==> src/design/dqsp_defines.vh <==
// Constants for the dual-quad serial clock phasing front end
// Function
// - Host uses clock mode 0 or 3
// - Single rate: sample inputs on rising edges
// - Single rate: output valid from falling edges
// - A cycle runs falling edge to falling edge
// - Mode 0 first cycle starts at select fall
// - Double rate works in modes 0 and 3
// - Double rate instruction sampled on rising only
// - Double rate address, data sampled both edges
// - First address bit on rising after instruction
// - Double rate read drives after last dummy
// - Instruction lanes 0/4, nibbles repeated, bytes
// - Deselected: ignore inputs, outputs high impedance
// - Double rate output changes every clock edge
`ifndef DQSP_DEFINES_VH
`define DQSP_DEFINES_VH

// Serial link facts
`define DQSP_LANES 8
`define DQSP_INST_CYCLES 4'h8
`define DQSP_INST_LAST 4'h7
`define DQSP_LINK_PERIOD_NS 80

// Receive stream word: tag then byte
`define DQSP_TAG_INST 2'h1
`define DQSP_TAG_ADDR 2'h2
`define DQSP_TAG_DATA 2'h3
`define DQSP_WORD_W 10
`define DQSP_FIFO_DEPTH 8
`define DQSP_FIFO_CNT_W 4

// Reset and read fill values
`define DQSP_RST_BYTE 8'h00
`define DQSP_IDLE_FILL 8'hff

`endif

==> src/design/dqsp_front.v <==
// Dual-quad serial target clock phasing front end and receive FIFO
`timescale 1ns/1ps
`include "dqsp_defines.vh"

// Shift-register FIFO with registered head, valid and ready
module dqsp_fifo #(
  parameter WIDTH = `DQSP_WORD_W,
  parameter DEPTH = `DQSP_FIFO_DEPTH,
  parameter CNT_W = `DQSP_FIFO_CNT_W
) (
  input wire i_clk,               // System clock
  input wire i_rst_n,             // Async reset, active low
  input wire i_valid,             // Push request
  input wire [WIDTH-1:0] i_data,  // Push word
  output reg o_ready,             // Room for a push
  output reg o_valid,             // Head word present
  output wire [WIDTH-1:0] o_data, // Head word
  input wire i_ready              // Pop request
);
  wire [WIDTH-1:0] mem_w [0:DEPTH-1];
  reg [CNT_W-1:0] cnt_q;
  wire push;
  wire pop;
  wire [CNT_W-1:0] cnt_d;
  wire [CNT_W-1:0] wr_idx;
  wire [DEPTH-1:0] wr_sel;

  // Handshakes and occupancy
  assign push = i_valid && o_ready;
  assign pop = i_ready && o_valid;
  assign cnt_d = cnt_q + {{(CNT_W-1){1'b0}}, push}
    - {{(CNT_W-1){1'b0}}, pop};
  assign wr_idx = pop ? cnt_q - {{(CNT_W-1){1'b0}}, 1'b1} : cnt_q;
  // One-hot write select keeps index math out of the entries
  assign wr_sel = {{(DEPTH-1){1'b0}}, push} << wr_idx;
  assign o_data = mem_w[0];

  // Flags registered from the next count
  always @(posedge i_clk or negedge i_rst_n) begin
    if (!i_rst_n) begin
      cnt_q <= {CNT_W{1'b0}};
      o_ready <= 1'b0;
      o_valid <= 1'b0;
    end else begin
      cnt_q <= cnt_d;
      o_ready <= (cnt_d != DEPTH[CNT_W-1:0]);
      o_valid <= (cnt_d != {CNT_W{1'b0}});
    end
  end

  // Each entry shifts down on pop, loads on push
  genvar g;
  generate
    for (g = 0; g < DEPTH; g = g + 1) begin : g_ent
      reg [WIDTH-1:0] ent_q;
      assign mem_w[g] = ent_q;
      always @(posedge i_clk or negedge i_rst_n) begin
        if (!i_rst_n) begin
          ent_q <= {WIDTH{1'b0}};
        end else if (wr_sel[g]) begin
          ent_q <= i_data;
        end else if (pop && (g < DEPTH - 1)) begin
          ent_q <= mem_w[(g < DEPTH - 1) ? g + 1 : g];
        end
      end
    end
  endgenerate
endmodule

module dqsp_front (
  input wire i_clk,                 // 200 MHz system clock
  input wire i_rst_n,               // Async reset, active low
  input wire i_select_in_a_n,       // Select pin, slice a, low
  input wire i_select_in_b_n,       // Select pin, slice b, low
  input wire i_serial_clk_in_a,     // Serial clock pin, slice a
  input wire i_serial_clk_in_b,     // Serial clock pin, slice b
  input wire [7:0] i_data_lanes,    // Lane pin levels in
  output reg [7:0] o_data_lanes,    // Lane drive values
  output reg [7:0] o_data_lanes_oe, // Lane drive enables
  input wire i_ddr,                 // Next command double rate
  input wire i_read,                // Next command reads data
  input wire [3:0] i_addr_cycles,   // Address cycles
  input wire [4:0] i_dummy_cycles,  // Latency cycles
  input wire [7:0] i_rd_data,       // Read byte to send
  input wire i_rd_valid,            // Read byte present
  output reg o_rd_ready,            // Read byte taken, pulse
  output wire o_rx_valid,           // Received word present
  output wire [9:0] o_rx_word,      // Tag and received byte
  input wire i_rx_ready,            // Received word taken
  output reg o_overrun,             // Word lost, FIFO full
  output reg o_mismatch,            // Slices out of lockstep
  output reg o_mode3,               // Clock high at select
  output reg [4:0] o_phase          // One-hot phase
);
  localparam [4:0] ST_IDLE = 5'h01;
  localparam [4:0] ST_INST = 5'h02;
  localparam [4:0] ST_ADDR = 5'h04;
  localparam [4:0] ST_DUMMY = 5'h08;
  localparam [4:0] ST_DATA = 5'h10;

  // Phase that follows the address stage
  function [4:0] after_addr;
    input [4:0] dummy;
    begin
      after_addr = (dummy != 5'h00) ? ST_DUMMY : ST_DATA;
    end
  endfunction

  // Phase that follows the instruction stage
  function [4:0] after_inst;
    input [3:0] acyc;
    input [4:0] dummy;
    begin
      after_inst = (acyc != 4'h0) ? ST_ADDR : after_addr(dummy);
    end
  endfunction

  reg [1:0] sel_a_q;
  reg [1:0] sel_b_q;
  reg [1:0] sck_a_q;
  reg [1:0] sck_b_q;
  reg [7:0] lane_s1_q;
  reg [7:0] lane_s2_q;
  reg sck_prev_q;
  reg sel_prev_q;
  reg skip_q;
  reg ddr_q;
  reg read_q;
  reg [3:0] acyc_q;
  reg [4:0] dcyc_q;
  reg [4:0] cnt_q;
  reg [7:0] inst_q;
  reg [4:0] state_q;
  reg [4:0] state_d;
  reg push_d;
  reg [9:0] word_d;
  reg launch_d;
  wire fifo_ready;
  wire sck_now;
  wire selected;
  wire rise;
  wire fall;
  wire cyc_end;
  wire sel_fall;

  // Two-flop synchronisers for every pin input
  always @(posedge i_clk or negedge i_rst_n) begin
    if (!i_rst_n) begin
      sel_a_q <= 2'h3;
      sel_b_q <= 2'h3;
      sck_a_q <= 2'h0;
      sck_b_q <= 2'h0;
      lane_s1_q <= `DQSP_RST_BYTE;
      lane_s2_q <= `DQSP_RST_BYTE;
    end else begin
      sel_a_q <= {sel_a_q[0], i_select_in_a_n};
      sel_b_q <= {sel_b_q[0], i_select_in_b_n};
      sck_a_q <= {sck_a_q[0], i_serial_clk_in_a};
      sck_b_q <= {sck_b_q[0], i_serial_clk_in_b};
      lane_s1_q <= i_data_lanes;
      lane_s2_q <= lane_s1_q;
    end
  end

  // Slices share one select and one clock
  assign selected = !sel_a_q[1] && !sel_b_q[1];
  assign sck_now = sck_a_q[1];
  assign sel_fall = selected && sel_prev_q;
  assign rise = selected && !sel_fall && sck_now && !sck_prev_q;
  assign fall = selected && !sel_fall && !sck_now && sck_prev_q;
  // Mode 3 first fall opens cycle one, it closes none
  assign cyc_end = fall && !skip_q;

  // Edge history, mode capture and command setup
  always @(posedge i_clk or negedge i_rst_n) begin
    if (!i_rst_n) begin
      sck_prev_q <= 1'b0;
      sel_prev_q <= 1'b1;
      skip_q <= 1'b0;
      o_mode3 <= 1'b0;
      ddr_q <= 1'b0;
      read_q <= 1'b0;
      acyc_q <= 4'h0;
      dcyc_q <= 5'h00;
      o_mismatch <= 1'b0;
    end else begin
      sck_prev_q <= sck_now;
      sel_prev_q <= !selected;
      if (sel_fall) begin
        o_mode3 <= sck_now;
        skip_q <= sck_now;
        ddr_q <= i_ddr;
        read_q <= i_read;
        acyc_q <= i_addr_cycles;
        dcyc_q <= i_dummy_cycles;
      end else if (fall) begin
        skip_q <= 1'b0;
      end
      // Sticky flag when the paired pins disagree
      if ((sel_a_q[1] != sel_b_q[1]) || (sck_a_q[1] != sck_b_q[1])) begin
        o_mismatch <= 1'b1;
      end
    end
  end

  // Phase sequencing and receive stream words
  always @* begin
    state_d = state_q;
    push_d = 1'b0;
    word_d = {`DQSP_TAG_DATA, lane_s2_q};
    launch_d = 1'b0;
    case (state_q)
      ST_IDLE: begin
        if (sel_fall) begin
          state_d = ST_INST;
        end
      end
      ST_INST: begin
        if (cyc_end && cnt_q[3:0] == `DQSP_INST_LAST) begin
          push_d = 1'b1;
          word_d = {`DQSP_TAG_INST, inst_q};
          state_d = after_inst(acyc_q, dcyc_q);
          launch_d = (after_inst(acyc_q, dcyc_q) == ST_DATA) && read_q;
        end
      end
      ST_ADDR: begin
        // Nibble repeated on both slices, kept as one byte
        if (rise || (ddr_q && fall)) begin
          push_d = 1'b1;
          word_d = {`DQSP_TAG_ADDR, lane_s2_q};
        end
        if (cyc_end && cnt_q[3:0] == acyc_q - 4'h1) begin
          state_d = after_addr(dcyc_q);
          launch_d = (after_addr(dcyc_q) == ST_DATA) && read_q;
        end
      end
      ST_DUMMY: begin
        if (cyc_end && cnt_q == dcyc_q - 5'h01) begin
          state_d = ST_DATA;
          launch_d = read_q;
        end
      end
      ST_DATA: begin
        if (read_q) begin
          launch_d = fall || (ddr_q && rise);
        end else if (rise || (ddr_q && fall)) begin
          push_d = 1'b1;
        end
      end
      default: begin
        state_d = ST_IDLE;
      end
    endcase
    if (!selected) begin
      state_d = ST_IDLE;
      push_d = 1'b0;
      launch_d = 1'b0;
    end
  end

  // State, cycle count and instruction shifter
  always @(posedge i_clk or negedge i_rst_n) begin
    if (!i_rst_n) begin
      state_q <= ST_IDLE;
      cnt_q <= 5'h00;
      inst_q <= `DQSP_RST_BYTE;
      o_phase <= ST_IDLE;
    end else begin
      state_q <= state_d;
      o_phase <= state_d;
      if (state_d != state_q) begin
        cnt_q <= 5'h00;
      end else if (cyc_end) begin
        cnt_q <= cnt_q + 5'h01;
      end
      // Instruction serial on lane 0, lane 4 mirrors it
      if (state_q == ST_INST && rise) begin
        inst_q <= {inst_q[6:0], lane_s2_q[0]};
      end
    end
  end

  // Output launch and lane drive enables
  always @(posedge i_clk or negedge i_rst_n) begin
    if (!i_rst_n) begin
      o_data_lanes <= `DQSP_RST_BYTE;
      o_data_lanes_oe <= 8'h00;
      o_rd_ready <= 1'b0;
    end else begin
      o_rd_ready <= launch_d && i_rd_valid;
      if (!selected) begin
        o_data_lanes_oe <= 8'h00;
      end else if (launch_d) begin
        o_data_lanes_oe <= 8'hff;
      end
      if (launch_d) begin
        o_data_lanes <= i_rd_valid ? i_rd_data : `DQSP_IDLE_FILL;
      end
    end
  end

  // Sticky loss flag when the stream cannot take a word
  always @(posedge i_clk or negedge i_rst_n) begin
    if (!i_rst_n) begin
      o_overrun <= 1'b0;
    end else if (push_d && !fifo_ready) begin
      o_overrun <= 1'b1;
    end
  end

  dqsp_fifo #(
    .WIDTH(`DQSP_WORD_W),
    .DEPTH(`DQSP_FIFO_DEPTH),
    .CNT_W(`DQSP_FIFO_CNT_W)
  ) u_rx_fifo (
    .i_clk(i_clk),
    .i_rst_n(i_rst_n),
    .i_valid(push_d),
    .i_data(word_d),
    .o_ready(fifo_ready),
    .o_valid(o_rx_valid),
    .o_data(o_rx_word),
    .i_ready(i_rx_ready)
  );
endmodule

==> config.mk <==
export PLATFORM = sky130hd
export DESIGN_NAME = dqsp_front
export DESIGN_NICKNAME = d
export VERILOG_FILES = /design/src/design/dqsp_front.v
export VERILOG_INCLUDE_DIRS = /design/src /design/src/design
export SDC_FILE = /design/constraint.sdc
export NUM_CORES = 1
export LEC_CHECK = 0
export BUFFER_PORTS_ARGS = -buffer_cell sky130_fd_sc_hd__buf_4
export CAP_MARGIN = 10
export CORE_ASPECT_RATIO = 0.9
export CORE_MARGIN = 3
export CORE_UTILIZATION = 54
export CTS_CLUSTER_SIZE = 28
export DETAILED_ROUTE_END_ITERATION = 10
export HOLD_SLACK_MARGIN = 0.03
export PLACE_DENSITY_LB_ADDON = 0.15
export SYNTH_ARGS = -nofsm -noshare
export SYNTH_HDL_FRONTEND = slang
export SYNTH_SLANG_ARGS = --single-unit
==> constraint.sdc <==
create_clock -name i_clk -period 2.65 [get_ports i_clk]
set_input_delay 0.1325 -clock i_clk [delete_from_list [all_inputs] [get_ports i_clk]]
set_output_delay 0.1325 -clock i_clk [all_outputs]
set_load 0.01 [all_outputs]
* Yosys cells after proc, flatten, opt, wreduce, memory -nomap -nowiden
Index checks and enable logic that the tools add are counted.
Word-level totals: bits of input ports 35, register bits 162
Cells by class: shift-type cells 1, reductions and logical operators 43, muxes and demuxes 44, add/sub/neg operators 6, equal/unequal tests 15
Operators by type and width (count):
- $mux W10 | 15
- $mux W5 | 9
- $pmux W5 S5 | 1
- $mux W8 | 3
- $logic_and A1 B1 Y1 | 20
- $pmux W10 S2 | 1
- $reduce_bool A2 Y1 | 9
- $eq A5 B5 Y1 const B | 3
- $mux W1 | 11
- $mux W9 | 1
- $logic_not A1 Y1 | 8
- $reduce_bool A4 Y1 | 2
- $shl A1 B4 Y8 | 1
- $sub A4 B1 Y4 const B | 2
- $add A5 B1 Y5 const B | 1
- $eq A5 B1 Y1 const B | 1
- $eq A5 B2 Y1 const B | 1
- $eq A5 B3 Y1 const B | 1
- $eq A5 B4 Y1 const B | 1
- $eq A5 B5 Y1 | 1
- $ne A5 B5 Y1 | 1
- $reduce_bool A5 Y1 | 1
- $sub A5 B1 Y5 const B | 1
- $add A4 B1 Y4 | 1
- 10 further kinds | 13

* Longest topological paths before layout
word-level depth 17, depth in mapped cells 13, mapped depth without buffers 11

* By module
Synthesis repeated with hierarchy kept, for this count alone.
Unflattened totals: cells, all modules 584, area, all modules 7603.5 sq um
By module, submodules not included:
- dqsp_fifo | times used 1, area an instance 4331.7 sq um, cells an instance 293
- dqsp_front | times used 1, area an instance 3271.9 sq um, cells an instance 291

* Least setup slack after synthesis
Ideal clock, no wire load.
kind flip-flop to flip-flop, start register state_q[0], end register u_rx_fifo.o_ready, setup slack -0.160 ns, arrival 2.683 ns, library setup time 0.127 ns, stages on the path, launching flop included 11, cells stage by stage dfstp_2 -> buf_6 -> nor3_2 -> nand3_1 -> o21ai_0 -> or4b_1 -> a21boi_0 -> ha_1 -> fa_1 -> nor3_1 -> nand2_1
On the way: longest elaborated chain between the ends 7, elaborated cells between the ends (all ways) 9
Ends and longest elaborated chain:
- start, declared | line dqsp_front.v:133 | reg [4:0] state_q;
- start signal, assigned | line dqsp_front.v:269 | state_q <= state_d;
- $eq A5 B5 Y1 (tied with other cells) | line dqsp_front.v:212 | case (state_q)
- $pmux W1 S3 * | line dqsp_front.v:212
- $mux W1 * | line dqsp_front.v:254 | if (!selected) begin
- $logic_and A1 B1 Y1 * | line dqsp_front.v:29 | assign push = i_valid && o_ready;
- $add A4 B1 Y4 * | line dqsp_front.v:31 | assign cnt_d = cnt_q + {{(CNT_W-1){1'b0}}, push}
- $sub A4 B1 Y4 * | line dqsp_front.v:32 | - {{(CNT_W-1){1'b0}}, pop};
- net u_rx_fifo.cnt_d[1] | line dqsp_front.v:24 | wire [CNT_W-1:0] cnt_d;
- $ne A4 B4 Y1 * | line dqsp_front.v:46 | o_ready <= (cnt_d != DEPTH[CNT_W-1:0]);
- end signal, assigned | line dqsp_front.v:46
- end, declared | line dqsp_front.v:15 | output reg o_ready,
Mark *: on every way through the listed nets, which the timed path passes. The rest lies on a longest branch. A chain may end at the register's enable or synchronous reset.

* Worst setup path in the final report
start register state_q[1], end register u_rx_fifo.o_valid
On the way: longest elaborated chain between the ends 7, elaborated cells between the ends (all ways) 9
Ends and longest elaborated chain:
- $eq A5 B5 Y1 (tied with other cells) | line dqsp_front.v:212
- $pmux W1 S3 * | line dqsp_front.v:212
- $mux W1 * | line dqsp_front.v:254
- $logic_and A1 B1 Y1 * | line dqsp_front.v:29
- $add A4 B1 Y4 * | line dqsp_front.v:31
- $sub A4 B1 Y4 * | line dqsp_front.v:32
- net u_rx_fifo.cnt_d[1] | line dqsp_front.v:24
- $reduce_bool A4 Y1 * | line dqsp_front.v:47 | o_valid <= (cnt_d != {CNT_W{1'b0}});
- end signal, assigned | line dqsp_front.v:47
- end, declared | line dqsp_front.v:16 | output reg o_valid,
Marks and branches as above.

==> metrics.cfg <==
[synthesis]
synth_warnings = 0
ys_seq_area_share_pct = 52.88
syn_nets = 633
synth_ff_type = dfrtp_1
synth_common_cells = dfrtp_1 (149), mux2i_1 (149), nand2_1 (23)
ys_ff_latch = 155
async_flop_share_pct = 100.0
synth_cell_types = 58
postSynthCellCount = 584
synth_area_leaders = dfrtp_1 (51%), mux2i_1 (20%), mux2_2 (3.1%)
netlist_area_um2 = 7350
synth_top_cell_by_area = dfrtp_1
yosysTopAreaCellShare_pct = 50.73
synth_edf_count = 0
avgSynthCellArea_um2 = 12.58

[critical_path]
critPathCaptureType = flip-flop
path_class = flip-flop to flip-flop
max_stage_delay_ps = 500
worstPathRequired_ps = 2950
cp_cell_sequence = nor3_4 > nand3_2 > o21ai_2 > or4b_4 > a21boi_4 > ha_4 > fa_1 > nor3_2 > nand2b_1
path_buf_inv = 0
critPathLaunchType = flip-flop
worstPathMaxFanout = 3
crit_path_top_delay_cell = or4b_4
arrival_ps = 2890
crit_family = simple AND/OR/NAND/NOR gates

[grt]
track_usage_pct = 21.43
grt_first_pass_wirelength_mm = 25.16
grt_overflow = 0
grt_antenna_before_repair = 0
grt_pass1_vias = 5041
grt_max_degree = 75

[detailed_routing]
drc = 0
avgRoutedWirePerCell_um = 16.96
firstDrtPassIters = 4
vias_per_cell = 5.450
ant_nets = 0
initialDrtViolationCount = 281
vias = 4845
wl_mm = 15.07

[sta]
relSlewSlack_pct = 53.46
hold_violations = 0
postLayoutSetupSlackWorst_ps = 65.85
worst_slew_pin_slew_ps = 698.1
finalClockSkew_ps = 8.798
max_clock_freq_mhz = 387.0
fin_crit_sh_pct = 97.51
fin_crit_ps = 2584
final_max_slew_viol_count = 0
setup_violations = 0
rsz0062_at_grt = true

[finish]
fin_nets = 761
areaGrowthSynthToFinish_pct = 27.24
design_area_um2 = 9351
n_antenna_cell = 0
drive_above_1_share_pct = 28.69

[power_and_ir_drop]
p_int_uw = 4437
p_sw_share_pct = 25.90
power.leakage_uw = 0.004583
peakVddDrop_uv = 640.4
combPwrFrac_pct = 15.6
seq_power_share_pct = 42.6
power.density_nw_per_um2 = 640.3
p_sw_uw = 1551
power_frac_clock_pct = 41.8
fin_total_pwr_uw = 5988

[floorplanning]
rows = 39
core_um2 = 12980
fp.dieW_um = 129.0
ios = 71
fp.dieH_um = 116.7
die_area_um2 = 15050
initial_utilization_pct = 56.62

[place]
place_ws_ps = 16.21
dp_hpwl_mm = 10.37
io_buffers = 70
gp_congestion = 0.8954
dpl_cell_area_um2 = 8341

[clock_network]
clk_pin_slew_ps = 60
cts_sinks = 155
h-tree-depth = 4
numCtsBuffers = 17
clockBufferDepth = 2
cts_tree = yes
clock_latency_ps = 420
cts.root.buffer_cell = clkbuf_16

[worst_hold_path]
hold_class = primary input to flip-flop

[status]
status = finished, final reports clean

[job]
maxCapViolations = 0

-- path summary, 6_finish.rpt --
path,from,cells after the start,slack [ps],end
worst max-delay path,state_q[1],9,70,u_rx_fifo.o_valid
worst min-delay path,i_rd_data[1],3,50,o_data_lanes[1]
worst max register to register,state_q[1],9,70,u_rx_fifo.o_valid
worst min register to register,lane_s1_q[0],0,350,lane_s2_q[0]
max in group asynchronous,i_rst_n,3,1500,sel_a_q[0]
min in group asynchronous,i_rst_n,2,320,u_rx_fifo.g_ent[2].ent_q[1]
-- cells by family (layout without fill, tap and decap cells) --
family	after synthesis	after routing	share of synthesized area, %
compound gates	54	54	4.648
xor+xnor	23	23	2.741
fa+ha+maj	14	14	2.486
buf+inv	51	192	3.320
flops	155	155	52.88
mux	177	177	24.99
simple gates	110	110	8.938
-- layout by cell type (no fill, tap or decap), types with 2 or more instances in the layout --
cell type | synthesis | final
a21oi_1 | 19 | 19
a21oi_4 | 2 | 2
a31o_2 | 2 | 2
and3_1 | 6 | 3
and3_4 | 0 | 3
buf_12 | 0 | 8
buf_4 | 7 | 103
bufinv_16 | 0 | 3
clkbuf_16 | 0 | 17
clkbuf_8 | 0 | 2
clkinvlp_4 | 0 | 4
dfrtp_1 | 149 | 149
dfstp_2 | 6 | 6
dlygate4sd3_1 | 0 | 31
ha_1 | 13 | 11
ha_4 | 0 | 2
inv_1 | 16 | 15
inv_2 | 1 | 2
inv_6 | 0 | 2
mux2_2 | 20 | 20
mux2_4 | 8 | 8
mux2i_1 | 149 | 148
nand2_1 | 23 | 22
nand2b_1 | 12 | 12
nand3_1 | 11 | 9
nand3_2 | 0 | 2
nand4_1 | 3 | 3
nor2_1 | 19 | 19
nor2b_1 | 4 | 4
nor3_1 | 7 | 6
nor3_2 | 3 | 3
nor4_1 | 2 | 2
nor4bb_1 | 5 | 5
o21ai_0 | 19 | 18
xnor2_1 | 16 | 15
xor2_1 | 7 | 7
-- per-stage QoR --
stage               util (%)  hold WS (ps)  TNS (ps)  instances
floorplan                  -        -163.1         0        584
global placement       64.26         205.7         0        825
detailed placement     64.26         216.1         0        825
CTS                    71.42         33.93         0        888
global route           72.05         34.41    -143.8        889
finish                 72.05         50.57         0        889
-- state kept, by name, summed over array words and instances, names as in the netlist, 5 cells and up --
| signal | cells |
|---|---|
| cnt_q | 5 |
| dcyc_q | 5 |
| inst_q | 8 |
| lane_s1_q | 8 |
| lane_s2_q | 8 |
| o_data_lanes | 8 |
| state_q | 5 |
| u_rx_fifo.g_ent.ent_q | 70 |
| u_rx_fifo.o_data | 10 |
-- power by group through the flow --
stage               combinational, uW  sequential (uW)  clock (uW)
floorplan                         591             2570           0
global placement                  798             2590           0
detailed placement                835             2590           0
CTS                               885             2550        2550
global route                     1030             2560        2660
finish                            934             2550        2500
-- repair_timing --
item,in CTS,in global routing
gates resized for setup,1,13
endpoints found under the hold margin,99,0
pin swaps,0,7
buffers inserted,0,1
endpoints found under the setup margin,1,74
hold buffers,31,0
-- final cells by class --
| cell class | count | area [um2] |
|---|---|---|
| Tap cell | 164 | 205.2 |
| Timing Repair Buffer | 143 | 1255 |
| Clock inverter | 12 | 162.7 |
| Clock buffer | 20 | 456.7 |
| Fill cell | 906 | 3628 |
| Multi-Input combinational cell | 378 | 3322 |
| Sequential cell | 155 | 3886 |
| Inverter | 17 | 63.81 |
-- worst register-to-register path, delay by kind of cell (launching register included) --
family	cells	cell delay [ps]
AOI/OAI and AO/OA	2	310
DFF	1	410
adders and majority gates	2	580
and+or+nand+nor	5	1190
-- routing by layer --
metal / global-route usage (%) / up-vias / wire, um
li1: - / 2326 / -
met1: 28.89 / 2424 / 6880
met2: 35.01 / 83 / 7598
met3: 4.755 / 12 / 427
met4: 6.718 / 0 / 167
met5: 0 / - / 0
Note: power is estimated with default switching activity, not from simulation.
